===== src/sacm_pkg.sv =====
// Constants, types and helpers shared by the converter manager files.
// Assumes a 10 MHz core clock; all times below are turned into cycles of it.
package sacm_pkg;
    localparam int CLK_PERIOD_NS = 100;
    localparam int SAMPLE_PERIOD_NS = 29500;
    localparam int SAMPLE_FREQ_HZ = 33850;
    localparam int SAMPLE_PERIOD_CYC = SAMPLE_PERIOD_NS / CLK_PERIOD_NS;
    // Hold window: middle half of the period, start rounded up
    localparam int HOLD_START_CYC = (SAMPLE_PERIOD_CYC + 3) / 4;
    localparam int HOLD_END_CYC = HOLD_START_CYC + SAMPLE_PERIOD_CYC / 2;
    localparam int HR_CONV_NS = 130000;
    localparam int HR_CONV_CYC = (HR_CONV_NS + CLK_PERIOD_NS - 1) / CLK_PERIOD_NS;
    localparam int HR_BITS = 8;
    localparam int SAR_BITS = 16;
    localparam int SAR_EDGES = 17;
    localparam logic [15:0] SAR_RESET_WORD = 16'h7fff;
    localparam logic [15:0] OUT_WORD_RESET = 16'h7fff;
    localparam logic [15:0] BUS_MSB_MASK = 16'h8000;
    localparam int HR_STEPS = 5;
    localparam int HR_TOP_BIT = 14;
    localparam int PEAK_DECAY_SHIFT = 6;
    // Register map, word addresses
    localparam logic [3:0] REG_CTRL = 4'h0;
    localparam logic [3:0] REG_STATUS = 4'h1;
    localparam logic [3:0] REG_HR_CODE = 4'h2;
    localparam logic [3:0] REG_RESULT = 4'h3;
    localparam int CTRL_START_BIT = 0;
    localparam int CTRL_MUTE_BIT = 1;
    localparam logic CTRL_MUTE_RESET = 1'b1;

    typedef enum logic [1:0] {
        PH_ACQ = 2'b00,
        PH_HOLD = 2'b01
    } sacm_phase_t;

    typedef enum logic [1:0] {
        HR_IDLE = 2'b00,
        HR_RUN = 2'b01
    } sacm_hr_state_t;

    // Toggle the MSB between converter and bus coding
    function automatic logic [15:0] sacm_recode(input logic [15:0] w);
        return w ^ BUS_MSB_MASK;
    endfunction

    // Magnitude of a complementary two's complement bus word
    function automatic logic [15:0] sacm_magnitude(input logic [15:0] w);
        logic [15:0] v;
        v = ~w;
        return v[15] ? 16'(-v) : v;
    endfunction
endpackage


===== src/sacm_sar_if.sv =====
// Signals between the control top and the approximation engine.
// Assumes both ends run on the same core clock.
`timescale 1ns/1ps
interface sacm_sar_if;
    logic bit_edge;
    logic start_low;
    logic cmp_bit;
    logic [15:0] sar_value;
    logic [15:0] result;
    logic done;
    modport engine (input bit_edge, input start_low, input cmp_bit, output sar_value, output result, output done);
    modport ctrl (output bit_edge, output start_low, output cmp_bit, input sar_value, input result, input done);
endinterface // sacm_sar_if


===== src/sacm_sar_engine.sv =====
// Sixteen-bit successive approximation register and result holding register.
// Assumes synchronised, edge-detected bit clock pulses from the top.
`timescale 1ns/1ps
module sacm_sar_engine
    import sacm_pkg::*;
(
    input wire logic core_clk,
    input wire logic rst,
    sacm_sar_if.engine sar
);
    logic [15:0] sar_reg;
    logic [15:0] result_reg;
    logic done_reg;
    logic [4:0] edge_cnt_reg;
    logic [3:0] trial_reg;

    always_ff @(posedge core_clk) begin
        if (rst) begin
            sar_reg <= SAR_RESET_WORD;
            edge_cnt_reg <= 5'h00;
            trial_reg <= 4'hf;
        end else if (sar.bit_edge) begin
            if (sar.start_low) begin
                sar_reg <= SAR_RESET_WORD;
                edge_cnt_reg <= 5'h01;
                trial_reg <= 4'hf;
            end else if (edge_cnt_reg != 5'h00 && edge_cnt_reg < 5'(SAR_EDGES)) begin
                // Comparator taken only on a settled bit edge
                sar_reg[trial_reg] <= sar.cmp_bit;
                if (trial_reg != 4'h0) begin
                    sar_reg[trial_reg - 4'h1] <= 1'b0;
                end
                trial_reg <= trial_reg - 4'h1;
                edge_cnt_reg <= (edge_cnt_reg == 5'(SAR_EDGES - 1)) ? 5'h00 : edge_cnt_reg + 5'h01;
            end
        end
    end

    always_ff @(posedge core_clk) begin
        if (rst) begin
            result_reg <= SAR_RESET_WORD;
            done_reg <= 1'b0;
        end else begin
            done_reg <= 1'b0;
            if (sar.bit_edge && !sar.start_low && edge_cnt_reg == 5'(SAR_EDGES - 1)) begin
                result_reg <= {sar_reg[15:1], sar.cmp_bit};
                done_reg <= 1'b1;
            end
        end
    end

    assign sar.sar_value = sar_reg;
    assign sar.result = result_reg;
    assign sar.done = done_reg;
endmodule // sacm_sar_engine


===== src/sacm_converter_manager.sv =====
// Converter manager top: sample timing, DAC selects, bus recoding, headroom.
// Assumes pins arrive asynchronously; a plain register port serves the master processor.
`timescale 1ns/1ps
module sacm_converter_manager
    import sacm_pkg::*;
(
    input wire logic core_clk,
    input wire logic rst,
    input wire logic conversion_start_n,
    input wire logic conversion_bit_clock,
    input wire logic comparator_bit,
    input wire logic input_word_enable,
    input wire logic output_word_latch,
    input wire logic test_mode_jumper,
    input wire logic overload_flag,
    input wire logic headroom_adc_clock,
    input wire logic [15:0] digital_audio_bus_in,
    input wire logic [3:0] reg_addr,
    input wire logic [15:0] reg_wdata,
    input wire logic reg_write,
    input wire logic reg_read,
    output logic [15:0] reg_rdata,
    output logic [15:0] digital_audio_bus_out,
    output logic digital_audio_bus_oe,
    output logic sample_hold_strobe,
    output logic dac_input_select,
    output logic dac_input_select_n,
    output logic [15:0] dac_word,
    output logic [HR_STEPS-1:0] headroom_led
);
    localparam int SYNC_W = 24;

    sacm_sar_if sar_bus ();

    logic [SYNC_W-1:0] pin_meta_reg;
    logic [SYNC_W-1:0] pin_sync_reg;
    logic bit_clk_d_reg;
    logic latch_d_reg;
    logic hr_clk_d_reg;
    logic [8:0] phase_cnt_reg;
    sacm_phase_t phase_reg;
    logic [15:0] out_word_reg;
    logic [15:0] peak_reg;
    sacm_hr_state_t hr_state_reg;
    logic [10:0] hr_cyc_reg;
    logic [3:0] hr_bit_reg;
    logic [7:0] hr_code_reg;
    logic hr_done_reg;
    logic mute_reg;
    logic hr_start;
    logic hr_finish;

    // Synchronised pins
    logic s_bit_clk;
    logic s_start_n;
    logic s_cmp;
    logic s_in_en;
    logic s_latch;
    logic s_test;
    logic s_overload_flag;
    logic s_hr_clk;
    logic [15:0] s_bus_in;

    // Two-stage synchroniser for every pin input; reset to idle levels, only start is high
    always_ff @(posedge core_clk) begin
        if (rst) begin
            pin_meta_reg <= 24'h000002;
            pin_sync_reg <= 24'h000002;
        end else begin
            pin_meta_reg <= {digital_audio_bus_in, headroom_adc_clock, overload_flag, test_mode_jumper,
                             output_word_latch, input_word_enable, comparator_bit, conversion_start_n,
                             conversion_bit_clock};
            pin_sync_reg <= pin_meta_reg;
        end
    end

    assign s_bit_clk = pin_sync_reg[0];
    assign s_start_n = pin_sync_reg[1];
    assign s_cmp = pin_sync_reg[2];
    assign s_in_en = pin_sync_reg[3];
    assign s_latch = pin_sync_reg[4];
    assign s_test = pin_sync_reg[5];
    assign s_overload_flag = pin_sync_reg[6];
    assign s_hr_clk = pin_sync_reg[7];
    assign s_bus_in = pin_sync_reg[23:8];

    // Rising-edge detectors on synchronised clocks and strobes
    always_ff @(posedge core_clk) begin
        if (rst) begin
            bit_clk_d_reg <= 1'b1;
            latch_d_reg <= 1'b1;
            hr_clk_d_reg <= 1'b1;
        end else begin
            bit_clk_d_reg <= s_bit_clk;
            latch_d_reg <= s_latch;
            hr_clk_d_reg <= s_hr_clk;
        end
    end

    assign sar_bus.bit_edge = s_bit_clk & ~bit_clk_d_reg;
    assign sar_bus.start_low = ~s_start_n;
    assign sar_bus.cmp_bit = s_cmp;

    sacm_sar_engine u_sar (
        .core_clk(core_clk),
        .rst(rst),
        .sar(sar_bus.engine)
    );

    // Sample period counter
    always_ff @(posedge core_clk) begin
        if (rst) begin
            phase_cnt_reg <= 9'h000;
        end else if (phase_cnt_reg == 9'(SAMPLE_PERIOD_CYC - 1)) begin
            phase_cnt_reg <= 9'h000;
        end else begin
            phase_cnt_reg <= phase_cnt_reg + 9'h001;
        end
    end

    // Hold during the middle half of each period
    always_ff @(posedge core_clk) begin
        if (rst) begin
            phase_reg <= PH_ACQ;
        end else begin
            case (phase_reg)
                PH_ACQ: begin
                    if (phase_cnt_reg == 9'(HOLD_START_CYC - 1)) begin
                        phase_reg <= PH_HOLD;
                    end
                end
                PH_HOLD: begin
                    if (phase_cnt_reg == 9'(HOLD_END_CYC - 1)) begin
                        phase_reg <= PH_ACQ;
                    end
                end
                default: begin
                    phase_reg <= PH_ACQ;
                end
            endcase
        end
    end

    // Strobe and selects move on the same edge
    always_ff @(posedge core_clk) begin
        if (rst) begin
            sample_hold_strobe <= 1'b1;
            dac_input_select <= 1'b0;
            dac_input_select_n <= 1'b1;
        end else begin
            sample_hold_strobe <= (phase_reg != PH_HOLD);
            if (phase_reg == PH_HOLD || mute_reg) begin
                dac_input_select <= 1'b0;
                dac_input_select_n <= 1'b1;
            end else begin
                dac_input_select <= 1'b1;
                dac_input_select_n <= 1'b0;
            end
        end
    end

    // DAC word: trial value while holding, output word otherwise
    always_ff @(posedge core_clk) begin
        if (rst) begin
            dac_word <= SAR_RESET_WORD;
        end else if (phase_reg == PH_HOLD) begin
            dac_word <= sar_bus.sar_value;
        end else begin
            dac_word <= out_word_reg;
        end
    end

    // Output word register, separate from the conversion result
    always_ff @(posedge core_clk) begin
        if (rst) begin
            out_word_reg <= OUT_WORD_RESET;
        end else if (s_test) begin
            if (sar_bus.done) begin
                out_word_reg <= sar_bus.result;
            end
        end else if (s_latch && !latch_d_reg) begin
            out_word_reg <= sacm_recode(s_bus_in);
        end
    end

    // Result onto the bus only while enabled
    always_ff @(posedge core_clk) begin
        if (rst) begin
            digital_audio_bus_out <= 16'h0000;
            digital_audio_bus_oe <= 1'b0;
        end else begin
            digital_audio_bus_out <= sacm_recode(sar_bus.result);
            digital_audio_bus_oe <= s_in_en;
        end
    end

    // Peak hold with slow decay, updated per conversion
    always_ff @(posedge core_clk) begin
        if (rst) begin
            peak_reg <= 16'h0000;
        end else if (sar_bus.done) begin
            if (sacm_magnitude(sacm_recode(sar_bus.result)) > peak_reg) begin
                peak_reg <= sacm_magnitude(sacm_recode(sar_bus.result));
            end else begin
                peak_reg <= peak_reg - (peak_reg >> PEAK_DECAY_SHIFT);
            end
        end
    end

    // Point display, one indicator per 6 dB step
    always_ff @(posedge core_clk) begin
        if (rst) begin
            headroom_led <= '0;
        end else if (s_overload_flag) begin
            headroom_led <= HR_STEPS'(1);
        end else begin
            headroom_led <= '0;
            for (int k = HR_STEPS - 1; k >= 0; k--) begin
                if (peak_reg >= (16'h0001 << (HR_TOP_BIT - k))) begin
                    headroom_led <= HR_STEPS'(1) << k;
                end
            end
        end
    end

    assign hr_start = reg_write && reg_addr == REG_CTRL && reg_wdata[CTRL_START_BIT];
    assign hr_finish = hr_state_reg == HR_RUN && hr_bit_reg == 4'(HR_BITS) && hr_cyc_reg == 11'h000;

    // Headroom level converter: its own clock steps the bits, a core-clock timer sets the end
    always_ff @(posedge core_clk) begin
        if (rst) begin
            hr_state_reg <= HR_IDLE;
            hr_cyc_reg <= 11'h000;
            hr_bit_reg <= 4'h0;
            hr_code_reg <= 8'h00;
        end else begin
            case (hr_state_reg)
                HR_IDLE: begin
                    if (hr_start) begin
                        hr_state_reg <= HR_RUN;
                        hr_cyc_reg <= 11'(HR_CONV_CYC - 1);
                        hr_bit_reg <= 4'h0;
                    end
                end
                HR_RUN: begin
                    if (hr_cyc_reg != 11'h000) begin
                        hr_cyc_reg <= hr_cyc_reg - 11'h001;
                    end
                    if (s_hr_clk && !hr_clk_d_reg && hr_bit_reg != 4'(HR_BITS)) begin
                        hr_bit_reg <= hr_bit_reg + 4'h1;
                    end
                    if (hr_finish) begin
                        hr_code_reg <= (peak_reg >= 16'h8000) ? 8'hff : peak_reg[14:7];
                        hr_state_reg <= HR_IDLE;
                    end
                end
                default: begin
                    hr_state_reg <= HR_IDLE;
                end
            endcase
        end
    end

    // Done flag: set wins over the clear by reading the code
    always_ff @(posedge core_clk) begin
        if (rst) begin
            hr_done_reg <= 1'b0;
        end else if (hr_finish) begin
            hr_done_reg <= 1'b1;
        end else if (reg_read && reg_addr == REG_HR_CODE) begin
            hr_done_reg <= 1'b0;
        end
    end

    always_ff @(posedge core_clk) begin
        if (rst) begin
            mute_reg <= CTRL_MUTE_RESET;
        end else if (reg_write && reg_addr == REG_CTRL) begin
            mute_reg <= reg_wdata[CTRL_MUTE_BIT];
        end
    end

    // Read data stand for one cycle after the strobe
    always_ff @(posedge core_clk) begin
        if (rst) begin
            reg_rdata <= 16'h0000;
        end else if (reg_read) begin
            case (reg_addr)
                REG_CTRL: reg_rdata <= {14'h0000, mute_reg, 1'b0};
                REG_STATUS: reg_rdata <= {7'h00, headroom_led, s_overload_flag, s_test,
                                          hr_done_reg, hr_state_reg == HR_RUN};
                REG_HR_CODE: reg_rdata <= {8'h00, hr_code_reg};
                REG_RESULT: reg_rdata <= sacm_recode(sar_bus.result);
                default: reg_rdata <= 16'h0000;
            endcase
        end else begin
            reg_rdata <= 16'h0000;
        end
    end
endmodule // sacm_converter_manager


===== config.mk =====
export PLATFORM = sky130hd
export DESIGN_NAME = sacm_converter_manager
export DESIGN_NICKNAME = d
export VERILOG_FILES = /design/src/sacm_pkg.sv /design/src/sacm_sar_if.sv /design/src/sacm_sar_engine.sv /design/src/sacm_converter_manager.sv
export SDC_FILE = /design/constraint.sdc
export NUM_CORES = 1
export LEC_CHECK = 0
export BUFFER_PORTS_ARGS = -buffer_cell sky130_fd_sc_hd__buf_2
export CAP_MARGIN = 40
export CORE_MARGIN = 2
export CORE_UTILIZATION = 59
export CTS_CLUSTER_DIAMETER = 80
export DETAILED_ROUTE_END_ITERATION = 16
export PLACE_DENSITY_LB_ADDON = 0.1
export SLEW_MARGIN = 20
export SYNTH_ARGS = -nofsm -noshare
export SYNTH_HDL_FRONTEND = slang
export SYNTH_SLANG_ARGS = --single-unit
export TNS_END_PERCENT = 5

===== constraint.sdc =====
create_clock -name core_clk -period 3.8 [get_ports core_clk]
set_input_delay 0.19 -clock core_clk [delete_from_list [all_inputs] [get_ports core_clk]]
set_output_delay 0.19 -clock core_clk [all_outputs]
set_load 0.05 [all_outputs]

# Word-level counts from Yosys, hierarchy flattened
# Index checks and enable logic that the tools add are counted.
dict set report word_totals {
  wordCells 162
  register_bits 220
}
dict set report classes {
  mux 44
  addsub 7
  n_lt_le_gt_ge 12
  reduce_logical 39
  bitwise 8
  n_eq_ne 20
}
# op n
set op_table {}
lappend op_table {{two-way mux 16 bit} 9}
lappend op_table {{case mux 16 bit (4 select lines)} 1}
lappend op_table {{NOT 16 bit} 2}
lappend op_table {{two-way mux 11 bit} 2}
lappend op_table {{case mux 11 bit (2 select lines)} 1}
lappend op_table {{two-way mux 4 bit} 5}
lappend op_table {{two-way mux 5 bit} 4}
lappend op_table {{AND 16 bit} 1}
lappend op_table {{bitwise mux 16 bit} 1}
lappend op_table {{greater-or-equal comparator 16 x 11 -> 1 bit, second input constant} 1}
lappend op_table {{greater-or-equal comparator 16 x 12 -> 1 bit, second input constant} 1}
lappend op_table {{greater-or-equal comparator 16 x 13 -> 1 bit, second input constant} 1}
lappend op_table {{greater-or-equal comparator 16 x 14 -> 1 bit, second input constant} 1}
lappend op_table {{greater-or-equal comparator 16 x 15 -> 1 bit, second input constant} 1}
lappend op_table {{greater-or-equal comparator 16 bit, second input constant} 1}
lappend op_table {{> comparator 16 bit} 1}
lappend op_table {{negation 16 bit} 1}
lappend op_table {{subtractor 16 x 10 -> 16 bit} 1}
lappend op_table {{logical AND 1 bit} 13}
lappend op_table {{!= test 2 bit, second input constant} 6}
lappend op_table {{zero test 11 bit} 1}
lappend op_table {{nonzero test 11 bit} 1}
lappend op_table {{subtractor 11 x 1 -> 11 bit, second input constant} 1}
lappend op_table {{less-than comparator 4 x 5 -> 1 bit, second input constant} 2}
lappend op_table {{other kinds (39)} 71}

# Depth between registers and ports, before layout
# Gate-level depths: netlist of the first run.
dict set report depth {
  depth_word 10
  depth_mapped 15
  mapped_depth_nobuf 13
}

# Modules after synthesis
# A second synthesis of the first run with hierarchy kept.
dict set report hier_totals {
  cells_unflattened 1106
  area_unflattened_um2 9756.9
}
# mod area_each_um2 cells_each instances seq_area_each_um2
set modules_own_cells {}
lappend modules_own_cells {sacm_converter_manager 7505.9 824 1 3523.4}
lappend modules_own_cells {sacm_sar_engine 2250.9 282 1 840.8}

# Least setup slack after synthesis of the first run
# Ideal clock, no wire load.
dict set report synth_path {
  kind {flip-flop to flip-flop}
  start {register u_sar.result_reg[4] (netlist: u_sar.sar.result[4])}
  end {register peak_reg[4]}
  path_buffers 2
  required_time_ns 3.709
  setup_time_ns 0.091
  arrival_time_ns 3.200
  period_less_slack_ns 3.291
  path_stages_with_launch 15
  setup_slack_ns 0.509
  cell_sequence {dfxtp_1 -> clkbuf_1 -> and4_1 -> nand4_1 -> o21ai_0 -> xor2_1 -> ha_1 -> nand4_1 -> or2_2 -> a211oi_1 -> a2111oi_2 -> nor2_1 -> buf_2 -> a211o_1 -> a311oi_1}
}
dict set report synth_via {
  elab_chain_cells 5
}
# item line_no
set synth_lines {}
lappend synth_lines {{from (decl)} sacm_sar_engine.sv:12} ;# logic [15:0] result_reg;
lappend synth_lines {{from (signal assigned)} sacm_sar_engine.sv:46} ;# result_reg <= {sar_reg[15:1], sar.cmp_bit};
lappend synth_lines {{NOT 16 bit (*)} sacm_pkg.sv:49} ;# v = ~w;
lappend synth_lines {{negation 16 bit} sacm_pkg.sv:50} ;# return v[15] ? 16'(-v) : v;
lappend synth_lines {{two-way mux 16 bit (*)} sacm_pkg.sv:50}
lappend synth_lines {{> comparator 16 bit} sacm_converter_manager.sv:202} ;# if (sacm_magnitude(sacm_recode(sar_bus.result)) > peak_reg) begin
lappend synth_lines {{two-way mux 16 bit (*)} sacm_converter_manager.sv:202}
lappend synth_lines {{to (signal assigned)} sacm_converter_manager.sv:203} ;# peak_reg <= sacm_magnitude(sacm_recode(sar_bus.result));
lappend synth_lines {{to (signal assigned)} sacm_converter_manager.sv:205} ;# peak_reg <= peak_reg - (peak_reg >> PEAK_DECAY_SHIFT);
lappend synth_lines {{to (decl)} sacm_converter_manager.sv:43} ;# logic [15:0] peak_reg;
# Every way passes the cells marked *; elsewhere a longest branch is shown, timed or not.
# A chain may end at the register's enable or synchronous reset.

# Worst setup path in the final report of the first run
dict set report layout_path {
  start {register u_sar.result_reg[11] (netlist: u_sar.sar.result[11])}
  end {register peak_reg[9]}
}
dict set report layout_via {
  elab_chain_cells 5
}
# item line_no
set layout_lines {}
lappend layout_lines {{NOT 16 bit (*)} sacm_pkg.sv:49}
lappend layout_lines {{negation 16 bit} sacm_pkg.sv:50}
lappend layout_lines {{two-way mux 16 bit (*)} sacm_pkg.sv:50}
lappend layout_lines {{> comparator 16 bit (*)} sacm_converter_manager.sv:202}
lappend layout_lines {{two-way mux 16 bit (*)} sacm_converter_manager.sv:202}
# Marked as above.

==> impl_metrics.tcl, run 1 <==
set metrics [dict create \
    hold_class "in -> reg" \
    avgSynthCellArea_um2 8.99 \
    clockPowerShare 0.477 \
    ys_top_cells_by_count "dfxtp_1, nand2_1, nor2_1, nor2b_1" \
    cts_made_buffers 23 \
    initial_utilization 0.603 \
    cts_buffer_depth 3 \
    async_flop_share 0 \
    antenna_found_initial 0 \
    die-area_um2 17200 \
    track_usage 0.264 \
    die_x_um 131 \
    vias 7748 \
    drive_above_1_share 0.166 \
    worstPathRequired_ns 4.20 \
    synth.most_common_cell "dfxtp_1" \
    diodes 0 \
    synth-seq-cells 218 \
    setup_violations 0 \
    crit_fanout 5 \
    final.setup_skew_ns 0.0109 \
    grt_max_degree 66 \
    synth_ff_type "dfxtp_1" \
    cts_tree "done" \
    routed_wirelength_um 22800 \
    switching_share 0.218 \
    holdWs_ns 0.0492 \
    fmax_ghz 0.286 \
    clockRootBuffer "clkbuf_16" \
    clkTransAtPathRegs_ns 0.06 \
    crit_chain "inv_1 > nor2_1 > nand3_1 > o21ai_1 > xor2_1 > ha_1 > nand4_1 > or2_2 > a211oi_1 > a2111oi_2 > nor2_2 > buf_4 > or3_1 > a311oi_1" \
    ir_drop_v 0.000334 \
    synth.distinct_cells 70 \
    syn-num-nets 1151 \
    place.gp.congestion 0.927 \
    drv_slew 0 \
    critPathArrivalTime_ns 3.89 \
    tightest_slew_ns 0.828 \
    rows 46 \
    comb_power_share 0.054 \
    hold_viol_final 0 \
    reg2reg_slack_ns 0.31 \
    io_buffer_count 90 \
    yosys.area.top_type "dfxtp_1" \
    yosysWarnings 0 \
    areaGrowthSynthToFinish_pct 19.2 \
    switchingPower_mw 1.10 \
    status "completed" \
    ios 105 \
    finalPower_mw 5.04 \
    core-area_um2 15800 \
    power_density_nw_per_um2 443 \
    drcViolationCount 0 \
    synth_area_leaders "dfxtp_1, mux2i_1, ha_1" \
    synth_cells 1062 \
    synth_top_cell_area_share 0.457 \
    startpoint_type "flip-flop" \
    cts.sinks 218 \
    grt_pass1_vias 7404 \
    grt_pass1_wl_um 37500 \
    worst_setup_path_end_kind "flip-flop" \
    fin_crit_ns 3.49 \
    die_height_um 131 \
    wl_per_cell_um 16.3 \
    dpl.hpwl_um 15400 \
    slew_headroom 0.444 \
    layout.nets 1260 \
    dr.pass1.iters 5 \
    grt.overflow.total 0 \
    rsz0062_at_grt "no" \
    period_share 0.919 \
    seqPwrFrac 0.469 \
    synth-seq-area-share 0.457 \
    p_leak_nw 4.57 \
    drt_iter0_markers 623 \
    critPathKind "reg -> reg" \
    intPower_mw 3.94 \
    placed_cell_area_um2 10300 \
    antenna_left 0 \
    max_cap_violations 0 \
    netlist_area_um2 9550 \
    routed_via_density 5.53 \
    crit_slowest_cell "dfxtp_1" \
    design_area_um2 11400 \
    cp_slowest_stage_delay_ns 0.42 \
    cts_setup_buffers 0 \
    tns_ns 0 \
    synth_edf_count 0 \
    htree_levels 1 \
    clk_latency_ns 0.51 \
]
-- placed cells by master (no fill, tap or decap), types with 6 or more instances in the layout --
cell	Yosys	routed
a211oi_1	12	12
a21oi_1	42	42
and2_1	11	11
a22oi_1	9	9
clkbuf_16	0	23
o21a_1	8	8
or2_2	8	8
dfxtp_1	218	214
o211ai_1	10	10
mux2_2	13	13
nand3_1	28	28
nor2b_1	70	70
nand2_1	131	131
buf_4	0	25
buf_2	1	89
ha_1	40	40
a311oi_1	10	10
inv_1	40	39
o21ai_0	56	54
nand2b_1	6	6
mux2i_1	56	56
o22ai_1	8	8
dlygate4sd3_1	0	26
xnor2_1	18	18
xor2_1	20	20
nor2_1	91	89
nand4_1	9	9
nor3_1	16	16
a211o_1	6	6
-- worst paths after layout --
path,from,end,cells after the start
hold / removal,reg_write,mute_reg,4
setup / recovery,u_sar.sar.result[11],peak_reg[9],14
setup reg to reg,u_sar.sar.result[11],peak_reg[9],14
hold reg to reg,pin_meta_reg[1],pin_sync_reg[1],1
-- repair_timing --
item / 4_1_cts / 5_1_grt
hold buffers: 26 / 0
setup endpoints to repair: 0 / 11
resized for setup: 0 / 8
endpoints found under the hold margin: 25 / 0
-- metal layers --
layer	wire length [um]	vias to the layer above	GRT usage	share of wire
li1	-	3857	-	-
met1	10300	3612	0.350	0.45
met2	10700	228	0.449	0.47
met3	1060	51	0.0328	0.046
met4	746	0	0.0882	0.033
met5	0	-	0	0
-- power groups by stage --
stage	sequential [mW]	clock, mW	combinational [mW]
2_1_floorplan	2.46	0	0.134
3_3_place_gp	2.42	0	0.234
3_5_place_dp	2.41	0	0.249
4_1_cts	2.36	2.44	0.270
5_1_grt	2.37	2.53	0.293
6_report	2.36	2.40	0.271
-- metrics by stage --
step / worst slack, ns / util / instances
4_1_cts: 0.170 / 0.718 / 1402
6_report: 0.306 / 0.719 / 1402
3_3_place_gp: 0.368 / 0.646 / 1332
2_1_floorplan: 0.509 / - / 1062
5_1_grt: 0.0532 / 0.719 / 1402
3_5_place_dp: 0.239 / 0.650 / 1336
-- worst max-delay path, delay by kind of cell (launching register included) --
| kind | cells | cell delay, ns |
|---|---|---|
| XOR/XNOR | 1 | 0.27 |
| buffers and inverters | 2 | 0.34 |
| adder cells (fa/ha/maj) | 1 | 0.31 |
| flip-flops | 1 | 0.42 |
| AO/OA/AOI/OAI | 4 | 0.95 |
| AND/OR/NAND/NOR | 6 | 1.10 |
-- kinds of logic after synthesis --
| group | count (synthesis) | share of synthesized area |
|---|---|---|
| and+or+nand+nor | 402 | 0.206 |
| muxes | 70 | 0.0764 |
| DFF | 218 | 0.457 |
| xor gates and xnor gates | 38 | 0.0349 |
| buffers and inverters | 101 | 0.0408 |
| AOI/OAI and AO/OA | 192 | 0.130 |
| adders and majority gates | 41 | 0.0545 |
-- area by class of cell --
class                      instances  area (um2)
inverter                          41         154
multi-input combinational        743        4810
timing repair buffer             144         966
sequential                       218        4370
clock buffer                      28         614
fill                            1229        4450
clock inverter                    12         198
tap                              216         270
(Power assumes the default switching activity.)
==> run 2: changes to the inputs <==
--- a/config.mk
+++ b/config.mk
@@ -11,6 +11,7 @@
 export CORE_UTILIZATION = 59
 export CTS_CLUSTER_DIAMETER = 80
 export DETAILED_ROUTE_END_ITERATION = 16
+export MAX_ROUTING_LAYER = met4
 export PLACE_DENSITY_LB_ADDON = 0.1
 export SLEW_MARGIN = 20
 export SYNTH_ARGS = -nofsm -noshare
==> impl_metrics.tcl, run 2 (synthesis gave the netlist of run 1 again) <==
set metrics [dict create \
    routed_wirelength_um 23000 \
    rows 46 \
    p_leak_nw 4.55 \
    tns_ns 0 \
    worstPathRequired_ns 4.19 \
    fmax_ghz 0.290 \
    drt_iter0_markers 802 \
    dr.pass1.iters 8 \
    switching_share 0.222 \
    cts_buffer_depth 3 \
    hold_class "in -> reg" \
    cts_setup_buffers 0 \
    drive_above_1_share 0.164 \
    antenna_left 0 \
    period_share 0.906 \
    vias 7804 \
    clkTransAtPathRegs_ns 0.06 \
    fill_cells 1230 \
    layout_common_cells "dfxtp_1, nand2_1, nor2_1" \
    htree_levels 1 \
    post-place-ws_ns 0.252 \
    wl_per_cell_um 16.4 \
    crit_fanout 11 \
    antenna_found_initial 0 \
    power_density_nw_per_um2 434 \
    crit_chain "nand3_1 > nor2_1 > nand2_1 > o21ai_0 > xnor2_1 > ha_1 > nand4_1 > or2_2 > a211oi_1 > a2111oi_2 > nor2_1 > buf_4 > o21ai_0 > a32o_1" \
    hold_viol_final 0 \
    die_height_um 131 \
    grt_pass1_vias 7294 \
    design_area_um2 11300 \
    cts_tree "done" \
    ios 105 \
    grt_pass1_wl_um 36900 \
    max_cap_violations 0 \
    placed_cell_area_um2 10200 \
    crit_slowest_cell "dfxtp_2" \
    crit_start "u_sar.sar.result[0]" \
    switchingPower_mw 1.09 \
    r2r-end "peak_reg[10]" \
    diodes 0 \
    r2r_start "u_sar.sar.result[0]" \
    tightest_slew_ns 0.842 \
    seqPwrFrac 0.482 \
    track_usage 0.267 \
    comb_power_share 0.055 \
    critPathArrivalTime_ns 3.83 \
    rr_worst_depth 14 \
    cp_slowest_stage_delay_ns 0.42 \
    slew_headroom 0.439 \
    cts_made_buffers 22 \
    drcViolationCount 0 \
    regArea_um2 4370 \
    core-area_um2 15800 \
    crit_end "peak_reg[10]" \
    areaGrowthSynthToFinish_pct 18.4 \
    clk_latency_ns 0.50 \
    io_buffer_count 90 \
    intPower_mw 3.82 \
    fin_crit_ns 3.44 \
    die-area_um2 17200 \
    clockPowerShare 0.463 \
    multi_input_area_um2 4800 \
    grt_max_degree 84 \
    clockRootBuffer "clkbuf_16" \
    setup_violations 0 \
    drv_slew 0 \
    reg2reg_slack_ns 0.36 \
    ir_drop_v 0.000372 \
    routed_via_density 5.57 \
    cts.sinks 218 \
    place.gp.congestion 0.951 \
    critPathKind "reg -> reg" \
    die_x_um 131 \
    grt.overflow.total 0 \
    final.setup_skew_ns 0.00662 \
    initial_utilization 0.603 \
    final.setup.worst_slack_ns 0.356 \
    worst_setup_path_end_kind "flip-flop" \
    startpoint_type "flip-flop" \
    status "completed" \
    layout.nets 1258 \
    dpl.hpwl_um 15600 \
    final_common_cell "dfxtp_1" \
    rsz0062_at_grt "no" \
]
run 2: layout make-up:
| class | count | area share |
|---|---|---|
| Multi-Input combinational cell | 743 | 0.424 |
| Clock buffer | 29 | 0.0556 |
| Clock inverter | 11 | 0.0128 |
| Tap cell | 216 | 0.0239 |
| Timing Repair Buffer | 143 | 0.0832 |
| Sequential cell | 218 | 0.386 |
| Inverter | 41 | 0.0136 |
run 2: timing repair:
action                                  in CTS  in global routing
resized for setup                            0                  5
hold buffers                                25                  0
hold endpoints to repair                    25                  0
endpoints found under the setup margin       0                 10
run 2: worst min-delay path by stage:
stage / startpoint / to / slack, ns / cells after the start
2_1_floorplan: conversion_start_n / pin_meta_reg[1] / 0.29 / 1
3_3_place_gp: conversion_start_n / pin_meta_reg[1] / 0.39 / 2
3_5_place_dp: conversion_start_n / pin_meta_reg[1] / 0.39 / 2
4_1_cts: reg_write / mute_reg / 0.007 / 3
5_1_grt: reg_write / mute_reg / 0.02 / 3
6_report: reg_write / mute_reg / 0.008 / 3
run 2: through the flow:
step | cells | total power, mW | hold slack (ns) | utilization
final | 1401 | 4.91 | 0.00821 | 0.714
after global routing | 1401 | 5.07 | 0.0210 | 0.714
after CTS | 1400 | 4.93 | 0.00721 | 0.712
after detailed placement | 1335 | 2.66 | 0.390 | 0.648
after global placement | 1334 | 2.66 | 0.391 | 0.647
after floorplan | 1062 | 2.59 | 0.294 | -
run 2: per-layer routing:
metal | GRT usage | share of wire | up-vias
li1 | - | - | 3858
met2 | 0.439 | 0.47 | 242
met1 | 0.342 | 0.45 | 3661
met5 | - | 0 | -
met3 | 0.0370 | 0.054 | 43
met4 | 0.0876 | 0.027 | 0
run 2: power groups by stage:
stage / logic (mW) / registers, mW / clock network, mW
finish: 0.271 / 2.36 / 2.27
global route: 0.293 / 2.37 / 2.41
CTS: 0.267 / 2.36 / 2.30
detailed placement: 0.246 / 2.41 / 0
global placement: 0.242 / 2.41 / 0
floorplan: 0.134 / 2.46 / 0
run 2: critical path, delay by kind of cell (launching register included):
| family | cells | cell delay (ns) |
|---|---|---|
| AOI/OAI and AO/OA | 5 | 0.98 |
| xor gates and xnor gates | 1 | 0.17 |
| adders and majority gates | 1 | 0.35 |
| buffers and inverters | 1 | 0.25 |
| DFF | 1 | 0.42 |
| and+or+nand+nor | 6 | 1.15 |
